<file path="src/logic/dhi_regs.vh">
// Constants for the display host interface
`ifndef DHI_REGS_VH
`define DHI_REGS_VH

// Interface mode codes on {iface_sel_b, iface_sel_a}
`define DHI_MODE_SERIAL     2'h0
`define DHI_MODE_I2C        2'h1
`define DHI_MODE_SEP_STROBE 2'h2
`define DHI_MODE_EN_STROBE  2'h3

// Data line positions used by the serial modes
`define DHI_SCLK_BIT   0
`define DHI_SERIAL_DATA_INPUT_BIT   1
`define DHI_I2C_DATA_OUT_PIN_BIT 2

// Width, positions and reset value of the synchronised pin vector
`define DHI_PIN_W      15
`define DHI_PIN_INIT   14
`define DHI_PIN_SEL_B  13
`define DHI_PIN_SEL_A  12
`define DHI_PIN_CS     11
`define DHI_PIN_DC     10
`define DHI_PIN_RW     9
`define DHI_PIN_EN     8
`define DHI_PIN_RST    15'h7FFF

// Serial byte framing
`define DHI_LAST_BIT   3'h7
`define DHI_BYTE_BITS  4'h8

// I2C control byte fields
`define DHI_CTRL_CO    7
`define DHI_CTRL_DC    6

// Upper six bits of the I2C slave address; value is arbitrary
`define DHI_I2C_ADDR_HI 6'h2A

`endif

</file>
<file path="src/logic/dhi_sync.v">
// Two-flop synchroniser for a vector of pin inputs
`timescale 1ns/1ps
module dhi_sync #(
    parameter         W       = 1,
    parameter [W-1:0] RST_VAL = {W{1'b0}}
) (
    input  wire         clk,
    input  wire         rstn,
    input  wire [W-1:0] d,
    output reg  [W-1:0] q
);
    reg [W-1:0] meta_reg;

    always @(posedge clk) begin
        if (!rstn) begin
            meta_reg <= RST_VAL;
            q        <= RST_VAL;
        end else begin
            meta_reg <= d;
            q        <= meta_reg;
        end
    end
endmodule

</file>
<file path="src/logic/dhi_i2c.v">
// I2C write-only slave that delivers control-tagged bytes
`timescale 1ns/1ps
`include "dhi_regs.vh"
module dhi_i2c #(
    parameter [5:0] ADDR_HI = `DHI_I2C_ADDR_HI
) (
    input  wire       clk,
    input  wire       rstn,
    input  wire       en,
    input  wire       addr_lsb,
    input  wire       scl,
    input  wire       sda,
    output reg        sda_low_reg,
    output reg        byte_valid_reg,
    output reg  [7:0] byte_reg,
    output reg        is_data_reg
);
    localparam [4:0] S_IDLE = 5'h01;
    localparam [4:0] S_ADDR = 5'h02;
    localparam [4:0] S_CTRL = 5'h04;
    localparam [4:0] S_DATA = 5'h08;
    localparam [4:0] S_ACK  = 5'h10;

    reg [4:0] state_reg;
    reg [4:0] ret_reg;
    reg [7:0] sh_reg;
    reg [3:0] cnt_reg;
    reg       scl_d_reg;
    reg       sda_d_reg;
    reg       co_reg;
    reg       dc_reg;

    wire scl_rise = scl & ~scl_d_reg;
    wire scl_fall = ~scl & scl_d_reg;
    wire start    = scl & scl_d_reg & sda_d_reg & ~sda;
    wire stop     = scl & scl_d_reg & ~sda_d_reg & sda;

    always @(posedge clk) begin
        if (!rstn) begin
            state_reg      <= S_IDLE;
            ret_reg        <= S_IDLE;
            sh_reg         <= 8'h00;
            cnt_reg        <= 4'h0;
            scl_d_reg      <= 1'b1;
            sda_d_reg      <= 1'b1;
            co_reg         <= 1'b0;
            dc_reg         <= 1'b0;
            sda_low_reg    <= 1'b0;
            byte_valid_reg <= 1'b0;
            byte_reg       <= 8'h00;
            is_data_reg    <= 1'b0;
        end else begin
            scl_d_reg      <= scl;
            sda_d_reg      <= sda;
            byte_valid_reg <= 1'b0;
            if (!en) begin
                state_reg   <= S_IDLE;
                cnt_reg     <= 4'h0;
                sda_low_reg <= 1'b0;
            end else if (start) begin
                state_reg   <= S_ADDR;
                cnt_reg     <= 4'h0;
                sda_low_reg <= 1'b0;
            end else if (stop) begin
                state_reg   <= S_IDLE;
                sda_low_reg <= 1'b0;
            end else begin
                case (state_reg)
                    S_ADDR, S_CTRL, S_DATA: begin
                        if (scl_rise) begin
                            sh_reg  <= {sh_reg[6:0], sda};
                            cnt_reg <= cnt_reg + 4'h1;
                        end else if (scl_fall && cnt_reg == `DHI_BYTE_BITS) begin
                            cnt_reg     <= 4'h0;
                            state_reg   <= S_ACK;
                            sda_low_reg <= 1'b1;
                            if (state_reg == S_ADDR) begin
                                // D/C select pin level is the address low bit
                                if (sh_reg[7:1] == {ADDR_HI, addr_lsb} && !sh_reg[0]) begin
                                    ret_reg <= S_CTRL;
                                end else begin
                                    state_reg   <= S_IDLE;
                                    sda_low_reg <= 1'b0;
                                end
                            end else if (state_reg == S_CTRL) begin
                                co_reg  <= sh_reg[`DHI_CTRL_CO];
                                dc_reg  <= sh_reg[`DHI_CTRL_DC];
                                ret_reg <= S_DATA;
                            end else begin
                                byte_reg       <= sh_reg;
                                is_data_reg    <= dc_reg;
                                byte_valid_reg <= 1'b1;
                                ret_reg        <= co_reg ? S_CTRL : S_DATA;
                            end
                        end
                    end
                    S_ACK: begin
                        if (scl_fall) begin
                            sda_low_reg <= 1'b0;
                            state_reg   <= ret_reg;
                        end
                    end
                    S_IDLE: begin
                        cnt_reg <= 4'h0;
                    end
                    default: begin
                        state_reg <= S_IDLE;
                    end
                endcase
            end
        end
    end
endmodule

</file>
<file path="src/logic/dhi_host_if.v">
// Display controller host port: parallel, serial and I2C byte receiver
`timescale 1ns/1ps
`include "dhi_regs.vh"
module dhi_host_if #(
    parameter [5:0] I2C_ADDR_HI = `DHI_I2C_ADDR_HI
) (
    input  wire       clk,
    input  wire       rstn,
    input  wire       init_pin_low_n,
    input  wire       iface_sel_a,
    input  wire       iface_sel_b,
    input  wire       cs_n,
    input  wire       dc_sel,
    input  wire       rw_wr_n,
    input  wire       en_rd_n,
    input  wire [7:0] host_data_in,
    output reg  [7:0] host_data_out,
    output reg  [7:0] host_data_oe,
    input  wire [7:0] rd_data,
    output reg        rd_req,
    output reg        rx_valid,
    output reg  [7:0] rx_byte,
    output reg        rx_is_data,
    output reg        rx_drop
);
    localparam [2:0] ST_IDLE = 3'h1;
    localparam [2:0] ST_WR   = 3'h2;
    localparam [2:0] ST_RD   = 3'h4;

    function par_mode;
        input [1:0] m;
        begin
            par_mode = (m == `DHI_MODE_EN_STROBE) || (m == `DHI_MODE_SEP_STROBE);
        end
    endfunction

    wire [`DHI_PIN_W-1:0] pin_s;
    reg  [`DHI_PIN_W-1:0] pin_d_reg;
    reg  [2:0]            state_reg;
    reg  [2:0]            state_next;
    reg                   acc_dc_reg;
    reg  [7:0]            sh_reg;
    reg  [2:0]            bit_cnt_reg;
    reg                   wr_done;
    reg                   rd_go;

    // All pins cross two flops before any logic looks at them
    dhi_sync #(
        .W       (`DHI_PIN_W),
        .RST_VAL (`DHI_PIN_RST)
    ) u_sync (
        .clk  (clk),
        .rstn (rstn),
        .d    ({init_pin_low_n, iface_sel_b, iface_sel_a, cs_n,
                dc_sel, rw_wr_n, en_rd_n, host_data_in}),
        .q    (pin_s)
    );

    wire       core_rstn = rstn & pin_s[`DHI_PIN_INIT];
    wire [1:0] mode      = {pin_s[`DHI_PIN_SEL_B], pin_s[`DHI_PIN_SEL_A]};
    wire       cs_act    = ~pin_s[`DHI_PIN_CS];
    wire       cs_rise   = pin_s[`DHI_PIN_CS] & ~pin_d_reg[`DHI_PIN_CS];
    wire       dc_s      = pin_s[`DHI_PIN_DC];
    wire       rw_s      = pin_s[`DHI_PIN_RW];
    wire       rw_rise   = rw_s & ~pin_d_reg[`DHI_PIN_RW];
    wire       rw_fall   = ~rw_s & pin_d_reg[`DHI_PIN_RW];
    wire       en_rise   = pin_s[`DHI_PIN_EN] & ~pin_d_reg[`DHI_PIN_EN];
    wire       en_fall   = ~pin_s[`DHI_PIN_EN] & pin_d_reg[`DHI_PIN_EN];
    wire [7:0] data_s    = pin_s[7:0];
    wire       sclk_rise = pin_s[`DHI_SCLK_BIT] & ~pin_d_reg[`DHI_SCLK_BIT];
    wire       serial_data_input_s    = pin_s[`DHI_SERIAL_DATA_INPUT_BIT];
    wire       is_en     = (mode == `DHI_MODE_EN_STROBE);
    wire       par_on    = par_mode(mode) & cs_act;
    wire       ser_on    = (mode == `DHI_MODE_SERIAL) & cs_act;
    wire       i2c_on    = (mode == `DHI_MODE_I2C) & cs_act;
    wire       wr_end    = is_en ? en_fall : rw_rise;
    wire       rd_end    = is_en ? en_fall : en_rise;

    wire       i2c_sda_low;
    wire       i2c_valid;
    wire [7:0] i2c_byte;
    wire       i2c_is_data;

    // I2C: clock on line zero, data in on line one, ack out on line two
    dhi_i2c #(
        .ADDR_HI (I2C_ADDR_HI)
    ) u_i2c (
        .clk            (clk),
        .rstn           (core_rstn),
        .en             (i2c_on),
        .addr_lsb       (dc_s),
        .scl            (pin_s[`DHI_SCLK_BIT]),
        .sda            (pin_s[`DHI_SERIAL_DATA_INPUT_BIT]),
        .sda_low_reg    (i2c_sda_low),
        .byte_valid_reg (i2c_valid),
        .byte_reg       (i2c_byte),
        .is_data_reg    (i2c_is_data)
    );

    // Previous pin levels for edge detection; no reset of its own, follows pin_s every cycle
    always @(posedge clk) begin
        pin_d_reg <= pin_s;
    end

    // Parallel access sequencing
    always @* begin
        state_next = state_reg;
        wr_done    = 1'b0;
        rd_go      = 1'b0;
        case (state_reg)
            ST_IDLE: begin
                if (par_on) begin
                    if (is_en) begin
                        if (en_rise) begin
                            state_next = rw_s ? ST_RD : ST_WR;
                            rd_go      = rw_s;
                        end
                    end else if (rw_fall) begin
                        state_next = ST_WR;
                    end else if (en_fall) begin
                        state_next = ST_RD;
                        rd_go      = 1'b1;
                    end
                end
            end
            ST_WR: begin
                if (!par_mode(mode)) begin
                    state_next = ST_IDLE;
                end else if (!cs_act || wr_end) begin
                    state_next = ST_IDLE;
                    wr_done    = 1'b1;
                end
            end
            ST_RD: begin
                if (!par_on || cs_rise || rd_end) begin
                    state_next = ST_IDLE;
                end
            end
            default: begin
                state_next = ST_IDLE;
            end
        endcase
    end

    always @(posedge clk) begin
        if (!core_rstn) begin
            state_reg     <= ST_IDLE;
            acc_dc_reg    <= 1'b0;
            sh_reg        <= 8'h00;
            bit_cnt_reg   <= 3'h0;
            host_data_out <= 8'h00;
            host_data_oe  <= 8'h00;
            rd_req        <= 1'b0;
            rx_valid      <= 1'b0;
            rx_byte       <= 8'h00;
            rx_is_data    <= 1'b0;
            rx_drop       <= 1'b0;
        end else begin
            state_reg <= state_next;
            rd_req    <= rd_go;
            rx_valid  <= 1'b0;
            rx_drop   <= 1'b0;

            if (state_reg == ST_IDLE && state_next != ST_IDLE) begin
                acc_dc_reg <= dc_s;
            end
            if (wr_done) begin
                rx_valid   <= 1'b1;
                rx_byte    <= data_s;
                rx_is_data <= acc_dc_reg;
            end

            // Serial shift in, partial byte dropped when select rises
            if (ser_on) begin
                if (sclk_rise) begin
                    sh_reg      <= {sh_reg[6:0], serial_data_input_s};
                    bit_cnt_reg <= bit_cnt_reg + 3'h1;
                    if (bit_cnt_reg == `DHI_LAST_BIT) begin
                        rx_valid   <= 1'b1;
                        rx_byte    <= {sh_reg[6:0], serial_data_input_s};
                        rx_is_data <= dc_s;
                    end
                end
            end else begin
                if (bit_cnt_reg != 3'h0) begin
                    rx_drop <= 1'b1;
                end
                bit_cnt_reg <= 3'h0;
                sh_reg      <= 8'h00;
            end

            if (i2c_valid) begin
                rx_valid   <= 1'b1;
                rx_byte    <= i2c_byte;
                rx_is_data <= i2c_is_data;
            end

            // Bus drive: whole byte on parallel reads, ack bit in I2C
            if (mode == `DHI_MODE_I2C) begin
                host_data_out <= 8'h00;
                host_data_oe  <= i2c_sda_low ? (8'h01 << `DHI_I2C_DATA_OUT_PIN_BIT) : 8'h00;
            end else if (state_next == ST_RD) begin
                if (rd_go) begin
                    host_data_out <= rd_data;
                end
                host_data_oe <= 8'hFF;
            end else begin
                host_data_oe <= 8'h00;
            end
        end
    end
endmodule

</file>
<file path="config.mk">
export PLATFORM = sky130hd
export DESIGN_NAME = dhi_host_if
export DESIGN_NICKNAME = d
export VERILOG_FILES = /design/src/logic/dhi_sync.v /design/src/logic/dhi_i2c.v /design/src/logic/dhi_host_if.v
export VERILOG_INCLUDE_DIRS = /design/src /design/src/logic
export SDC_FILE = /design/constraint.sdc
export NUM_CORES = 1
export LEC_CHECK = 0
export BUFFER_PORTS_ARGS = -buffer_cell sky130_fd_sc_hd__buf_2
export CAP_MARGIN = 20
export CORE_ASPECT_RATIO = 1.1
export CORE_MARGIN = 5
export CORE_UTILIZATION = 50
export DETAILED_ROUTE_END_ITERATION = 7
export HOLD_SLACK_MARGIN = 0.08
export PLACE_DENSITY = 0.69
export SLEW_MARGIN = 25
export SYNTH_ARGS = -nofsm -noshare
export SYNTH_HDL_FRONTEND = slang
export SYNTH_SLANG_ARGS = --single-unit
export TNS_END_PERCENT = 1
</file>
<file path="constraint.sdc">
create_clock -name clk -period 2.3 [get_ports clk]
set_input_delay 0.115 -clock clk [delete_from_list [all_inputs] [get_ports clk]]
set_output_delay 0.115 -clock clk [all_outputs]
set_load 0.02 [all_outputs]
</file>
## Yosys cells after proc, flatten, opt, wreduce, memory -nomap -nowiden

Index checks and enable logic that the tools add are counted.

- Add/subtract/negate cells: 2
- Eq/ne operators: 25
- Multiplexer cells: 62
- Bitwise operators: 38
- Reduce and logical (&&, ||, !) cells: 30

Operator list:

| cell | number |
|---|---|
| $mux 8 | 7 |
| $mux 5 | 8 |
| $mux 3 | 10 |
| $mux 1 | 28 |
| $not 1->1 | 21 |
| $and 1x1->1 | 17 |
| $reduce_and 8->1 | 2 |
| $pmux 5 s3 | 1 |
| $mux 4 | 3 |
| $reduce_and 4->1 | 3 |
| $eq 3x3->1 const B | 3 |
| $ne 3x1->1 const B | 3 |
| $pmux 3 s3 | 1 |
| $ne 4x1->1 const B | 2 |
| $pmux 4 s2 | 1 |
| $reduce_or 8->1 | 1 |
| $eq 7x7->1 | 1 |
| $reduce_and 7->1 | 1 |
| $reduce_and 2->1 | 3 |
| $reduce_or 3->1 | 2 |
| $eq 5x1->1 const B | 1 |
| $eq 5x2->1 const B | 1 |
| $eq 5x3->1 const B | 1 |
| $eq 5x4->1 const B | 1 |
| other kinds (23) | 35 |

- Flip-flop bits (word level): 121
- Input bits: 25

## Longest topological paths before layout

- Depth after elaboration: 12
- Depth in mapped cells: 8
- Mapped depth without buffers: 7

## Cells and area by module

Synthesis repeated with hierarchy kept, for this count alone.

- Cells, all modules: 434
- Area total of the unflattened synthesis: 4,247.8 um2

By module, submodules not included:

| module | instances | cells each | area each (um2) | seq. area each (um2) |
|---|---|---|---|---|
| dhi_host_if | 1 | 197 | 1,754.2 | 780.7 |
| dhi_i2c | 1 | 174 | 1,682.9 | 700.7 |
| dhi_sync | 1 | 63 | 810.8 | 600.6 |

## Worst setup path after synthesis

Ideal clock, no wire load.

- Path type: reg-to-reg
- From: reg u_i2c.cnt_reg[0]
- To: reg u_i2c.is_data_reg
- Arrival: 1.790 ns
- Path slack: 0.438 ns
- Cell stages (with the launch flop): 8
- Buffers on the path: 0
- Clock period less this slack: 1.862 ns
- Cell sequence: dfxtp_1 inv_1 ha_1 nand2_1 or3_4 a2111o_4 nor2_4 mux2i_1

- Longest elaborated chain between the ends: 3

RTL lines:

| item | line | RTL |
|---|---|---|
| start, declared | dhi_i2c.v:27 | `reg [3:0] cnt_reg;` |
| start signal, assigned | dhi_i2c.v:72 | `cnt_reg <= cnt_reg + 4'h1;` |
| $eq 4x4->1 (no line) | n/a |  |
| $logic_and 1x1->1 (no line) | n/a |  |
| $reduce_and 8->1 (no line) | n/a |  |
| end signal, assigned | dhi_i2c.v:91 | `is_data_reg <= dc_reg;` |
| end, declared | dhi_i2c.v:16 | `output reg is_data_reg` |

No other way between the ends.
A chain may end at the register's enable or synchronous reset.

## Worst setup path after layout

- From: reg u_sync.q[12]
- To: reg u_i2c.sh_reg[5]

- Longest elaborated chain between the ends: 3

RTL lines:

| item | line | RTL |
|---|---|---|
| start, declared | dhi_sync.v:10 | `output reg [W-1:0] q` |
| start signal, assigned | dhi_sync.v:20 | `q <= meta_reg;` |
| $eq 2x1->1 (no line) | n/a |  |
| $and 1x1->1 | dhi_host_if.v:75 | `` wire i2c_on = (mode == `DHI_MODE_I2C) & cs_act; `` |
| $reduce_and 5->1 (no line) | n/a |  |
| end signal, assigned | dhi_i2c.v:71 | `sh_reg <= {sh_reg[6:0], sda};` |
| end, declared | dhi_i2c.v:26 | `reg [7:0] sh_reg;` |

No other way between the ends.

==> results_dict.tcl <==
set metrics [dict create \
    slew_violations 0 \
    fin_area_um2 5066 \
    seq_area_frac_synth_pct 48.32 \
    cp_cell_sequence "inv_2 -> or3_1 -> nor3_4 -> mux2i_1 -> nor2_1" \
    slowest_delay_ns 0.53 \
    synth_nets 489 \
    nets 560 \
    fin_setup_tns_ns 0 \
    antenna_found_initial 0 \
    synthArstFlopShare_pct 0 \
    overflow 0 \
    track_usage_pct 17.87 \
    place_inst 607 \
    final_util_pct 60.25 \
    irDropWorstVdd_mv 0.3889 \
    regToRegSetupSlack_ns 0.24 \
    crit_path_start_kind "register" \
    max-cap-violations 0 \
    clock_skew_ns 0.01330 \
    die_h_um 107.4 \
    cts-resized-gates 0 \
    relSlewSlack_pct 57.35 \
    avgSynthCellArea_um2 9.388 \
    layout-drive-gt1-share_pct 17.20 \
    ys_ff_latch 104 \
    dr.first_iter.drc_count 216 \
    hold_class "input pin to register" \
    gp_congestion 0.8759 \
    rows 35 \
    period_share_pct 89.43 \
    cp_data_required_time_ns 2.55 \
    core-area_um2 8408 \
    crit_type "register to register" \
    crit_path_start "u_sync.q[12]" \
    cts_buffer_depth 2 \
    final_cell_count_no_fill 646 \
    via_per_inst 5.319 \
    vias 3436 \
    grt_max_degree 31 \
    antenna_cells 0 \
    ios 53 \
    path_clk_slew_ns 0.10 \
    routed_wl_um 9300 \
    r2r_end "u_i2c.sh_reg[5]" \
    yosys_most_used_dff "dfxtp_1" \
    ant_nets 0 \
    hold_viol_final 0 \
    setup_viol 0 \
    hpwl_um 6488 \
    h-tree-depth 3 \
    crit_path_max_fanout 10 \
    cts-buffers-inserted 9 \
    areaGrowthSynthToFinish_pct 17.57 \
    status "finished clean" \
    syn-instance-count 459 \
    yosysWarnings 0 \
    r2r_cells 5 \
    wl_per_cell_um 14.40 \
    grt_pass1_wl_um 15360 \
    root_buffer "clkbuf_8" \
    fmax_mhz 486.2 \
    crit_path_end_kind "register" \
    hp-start "rstn" \
    powerDensity_nw_per_um2 601.6 \
    synth_edf_count 0 \
    rsz0062_at_grt "no" \
    drc 0 \
    clock_latency_ns 0.36 \
    firstDrtPassIters 5 \
    post_dp_cell_area_um2 4657 \
    start_util_pct 51.25 \
    die_w_um 98.52 \
    clock-sinks 104 \
    cts_tree "done" \
    worst_hold_slack_ns 0.2143 \
    ys_types 55 \
    finalCriticalPeriod_ns 2.057 \
    portBuffers 52 \
    critPathSlowestCell "or3_1" \
    r2r_start "u_sync.q[12]" \
    crit_end "u_i2c.sh_reg[5]" \
    leakagePower_uw 0.001923 \
    tightest_slew_ns 0.6331 \
    cp.arrival_ns 2.30 \
    first_global_vias 3132 \
    dieArea_um2 10580 \
    syn-cell-area_um2 4309 \
]
Yosys cell counts (2+ instances only):
master	instances	area share (%)
a31oi_1	5	0.73
and4b_1	2	0.46
xor2_1	2	0.41
a21oi_1	35	4.1
nor2_1	28	2.4
and3_1	3	0.44
o211ai_1	2	0.35
a311oi_1	2	0.41
and2_1	2	0.29
nor3b_1	3	0.52
a21o_1	3	0.52
buf_4	8	1.4
buf_2	5	0.58
nor3_1	12	1.4
nand3b_1	2	0.35
or2_2	3	0.44
inv_1	9	0.78
nand4_1	3	0.44
nand2_1	42	3.7
ha_1	5	1.5
dfxtp_1	104	48
o221ai_1	2	0.41
a41oi_1	2	0.41
nand3_1	13	1.5
a211oi_1	4	0.70
mux2i_1	32	7.4
clkbuf_1	12	1.0
o21ai_1	2	0.23
xnor2_1	2	0.41
nor4_1	3	0.44
o21ai_0	15	1.7
buf_1	2	0.17
and3b_1	3	0.61
nor2b_1	9	1.3
a22oi_1	2	0.35
a32o_1	2	0.46
o311ai_0	9	1.8
nand2b_1	48	7.0
placed cells by master, fill, tap and decap left out, types with 3 or more instances in the layout:
cell type | Yosys | routed
nand2b_1 | 48 | 48
and3_1 | 3 | 3
a31oi_1 | 5 | 5
inv_1 | 9 | 9
nand3_1 | 13 | 13
mux2i_1 | 32 | 32
nor3b_1 | 3 | 3
and3b_1 | 3 | 3
nor2b_1 | 9 | 9
clkinv_4 | 0 | 3
nand4_1 | 3 | 3
nor4_1 | 3 | 3
dfxtp_1 | 104 | 104
a211oi_1 | 4 | 4
a21o_1 | 3 | 3
a21oi_1 | 35 | 35
buf_4 | 8 | 13
buf_2 | 5 | 52
nor3_1 | 12 | 12
or2_2 | 3 | 3
o21ai_0 | 15 | 15
ha_1 | 5 | 5
nor2_1 | 28 | 28
o311ai_0 | 9 | 9
clkbuf_8 | 0 | 9
dlygate4sd3_1 | 0 | 23
nand2_1 | 42 | 42
power by group:
| part | switching (uW) | leakage [uW] | total (uW) | internal [uW] |
|---|---|---|---|---|
| clock network | 632 | 0.0000875 | 1040 | 408 |
| registers | 15.9 | 0.000846 | 1840 | 1830 |
| logic | 80.7 | 0.000990 | 164 | 83.2 |
per-layer routing:
layer  vias up  track usage [%]  wire, um
met4         0            7.512       193
li1       1742                -         -
met1      1575            24.31      4319
met5         -                0         0
met3        15            3.111       454
met2       104            28.02      4333
how the worst min path moves through the flow:
stage | endpoint | slack [ns] | cells after the start
finish | u_i2c.scl_d_reg | 0.21 | 3
global placement | u_sync.meta_reg[6] | 0.30 | 2
global route | u_i2c.ret_reg[3] | 0.22 | 3
detailed placement | u_sync.meta_reg[6] | 0.30 | 2
floorplan | u_sync.meta_reg[0] | 0.22 | 1
CTS | u_i2c.sda_d_reg | 0.20 | 3
metrics by stage:
step           setup slack (ns)  total power, uW
6_report                 0.2430             3048
5_1_grt                 0.06724             3174
4_1_cts                  0.2222             3078
2_1_floorplan            0.4382             1968
3_5_place_dp             0.2588             2018
3_3_place_gp             0.3483             2015
final cells by class:
class / instances / area (um2)
Multi-Input combinational cell: 317 / 2041
Tap cell: 111 / 138.9
Clock buffer: 10 / 127.6
Clock inverter: 6 / 51.30
Fill cell: 722 / 3342
Timing Repair Buffer: 88 / 588.1
Sequential cell: 104 / 2082
Inverter: 10 / 37.54
cell families after synthesis:
logic type	after synthesis	synth area share [%]
compound gates	93	14.78
xor+xnor	4	0.8132
fa+ha+maj	5	1.452
buf+inv	38	4.326
flops	104	48.32
mux	32	7.433
simple gates	183	22.88
repair_timing:
item	in CTS	in global routing
buffers inserted	0	0
hold endpoints to repair	23	0
hold buffers	23	0
endpoints found under the setup margin	0	0
critical path, delay by kind of cell, from the launching register on:
family        cells  cell delay (ns)
simple gates      3             1.10
flops             1             0.51
mux               1             0.24
buf+inv           1             0.09
(Power assumes the default switching activity.)
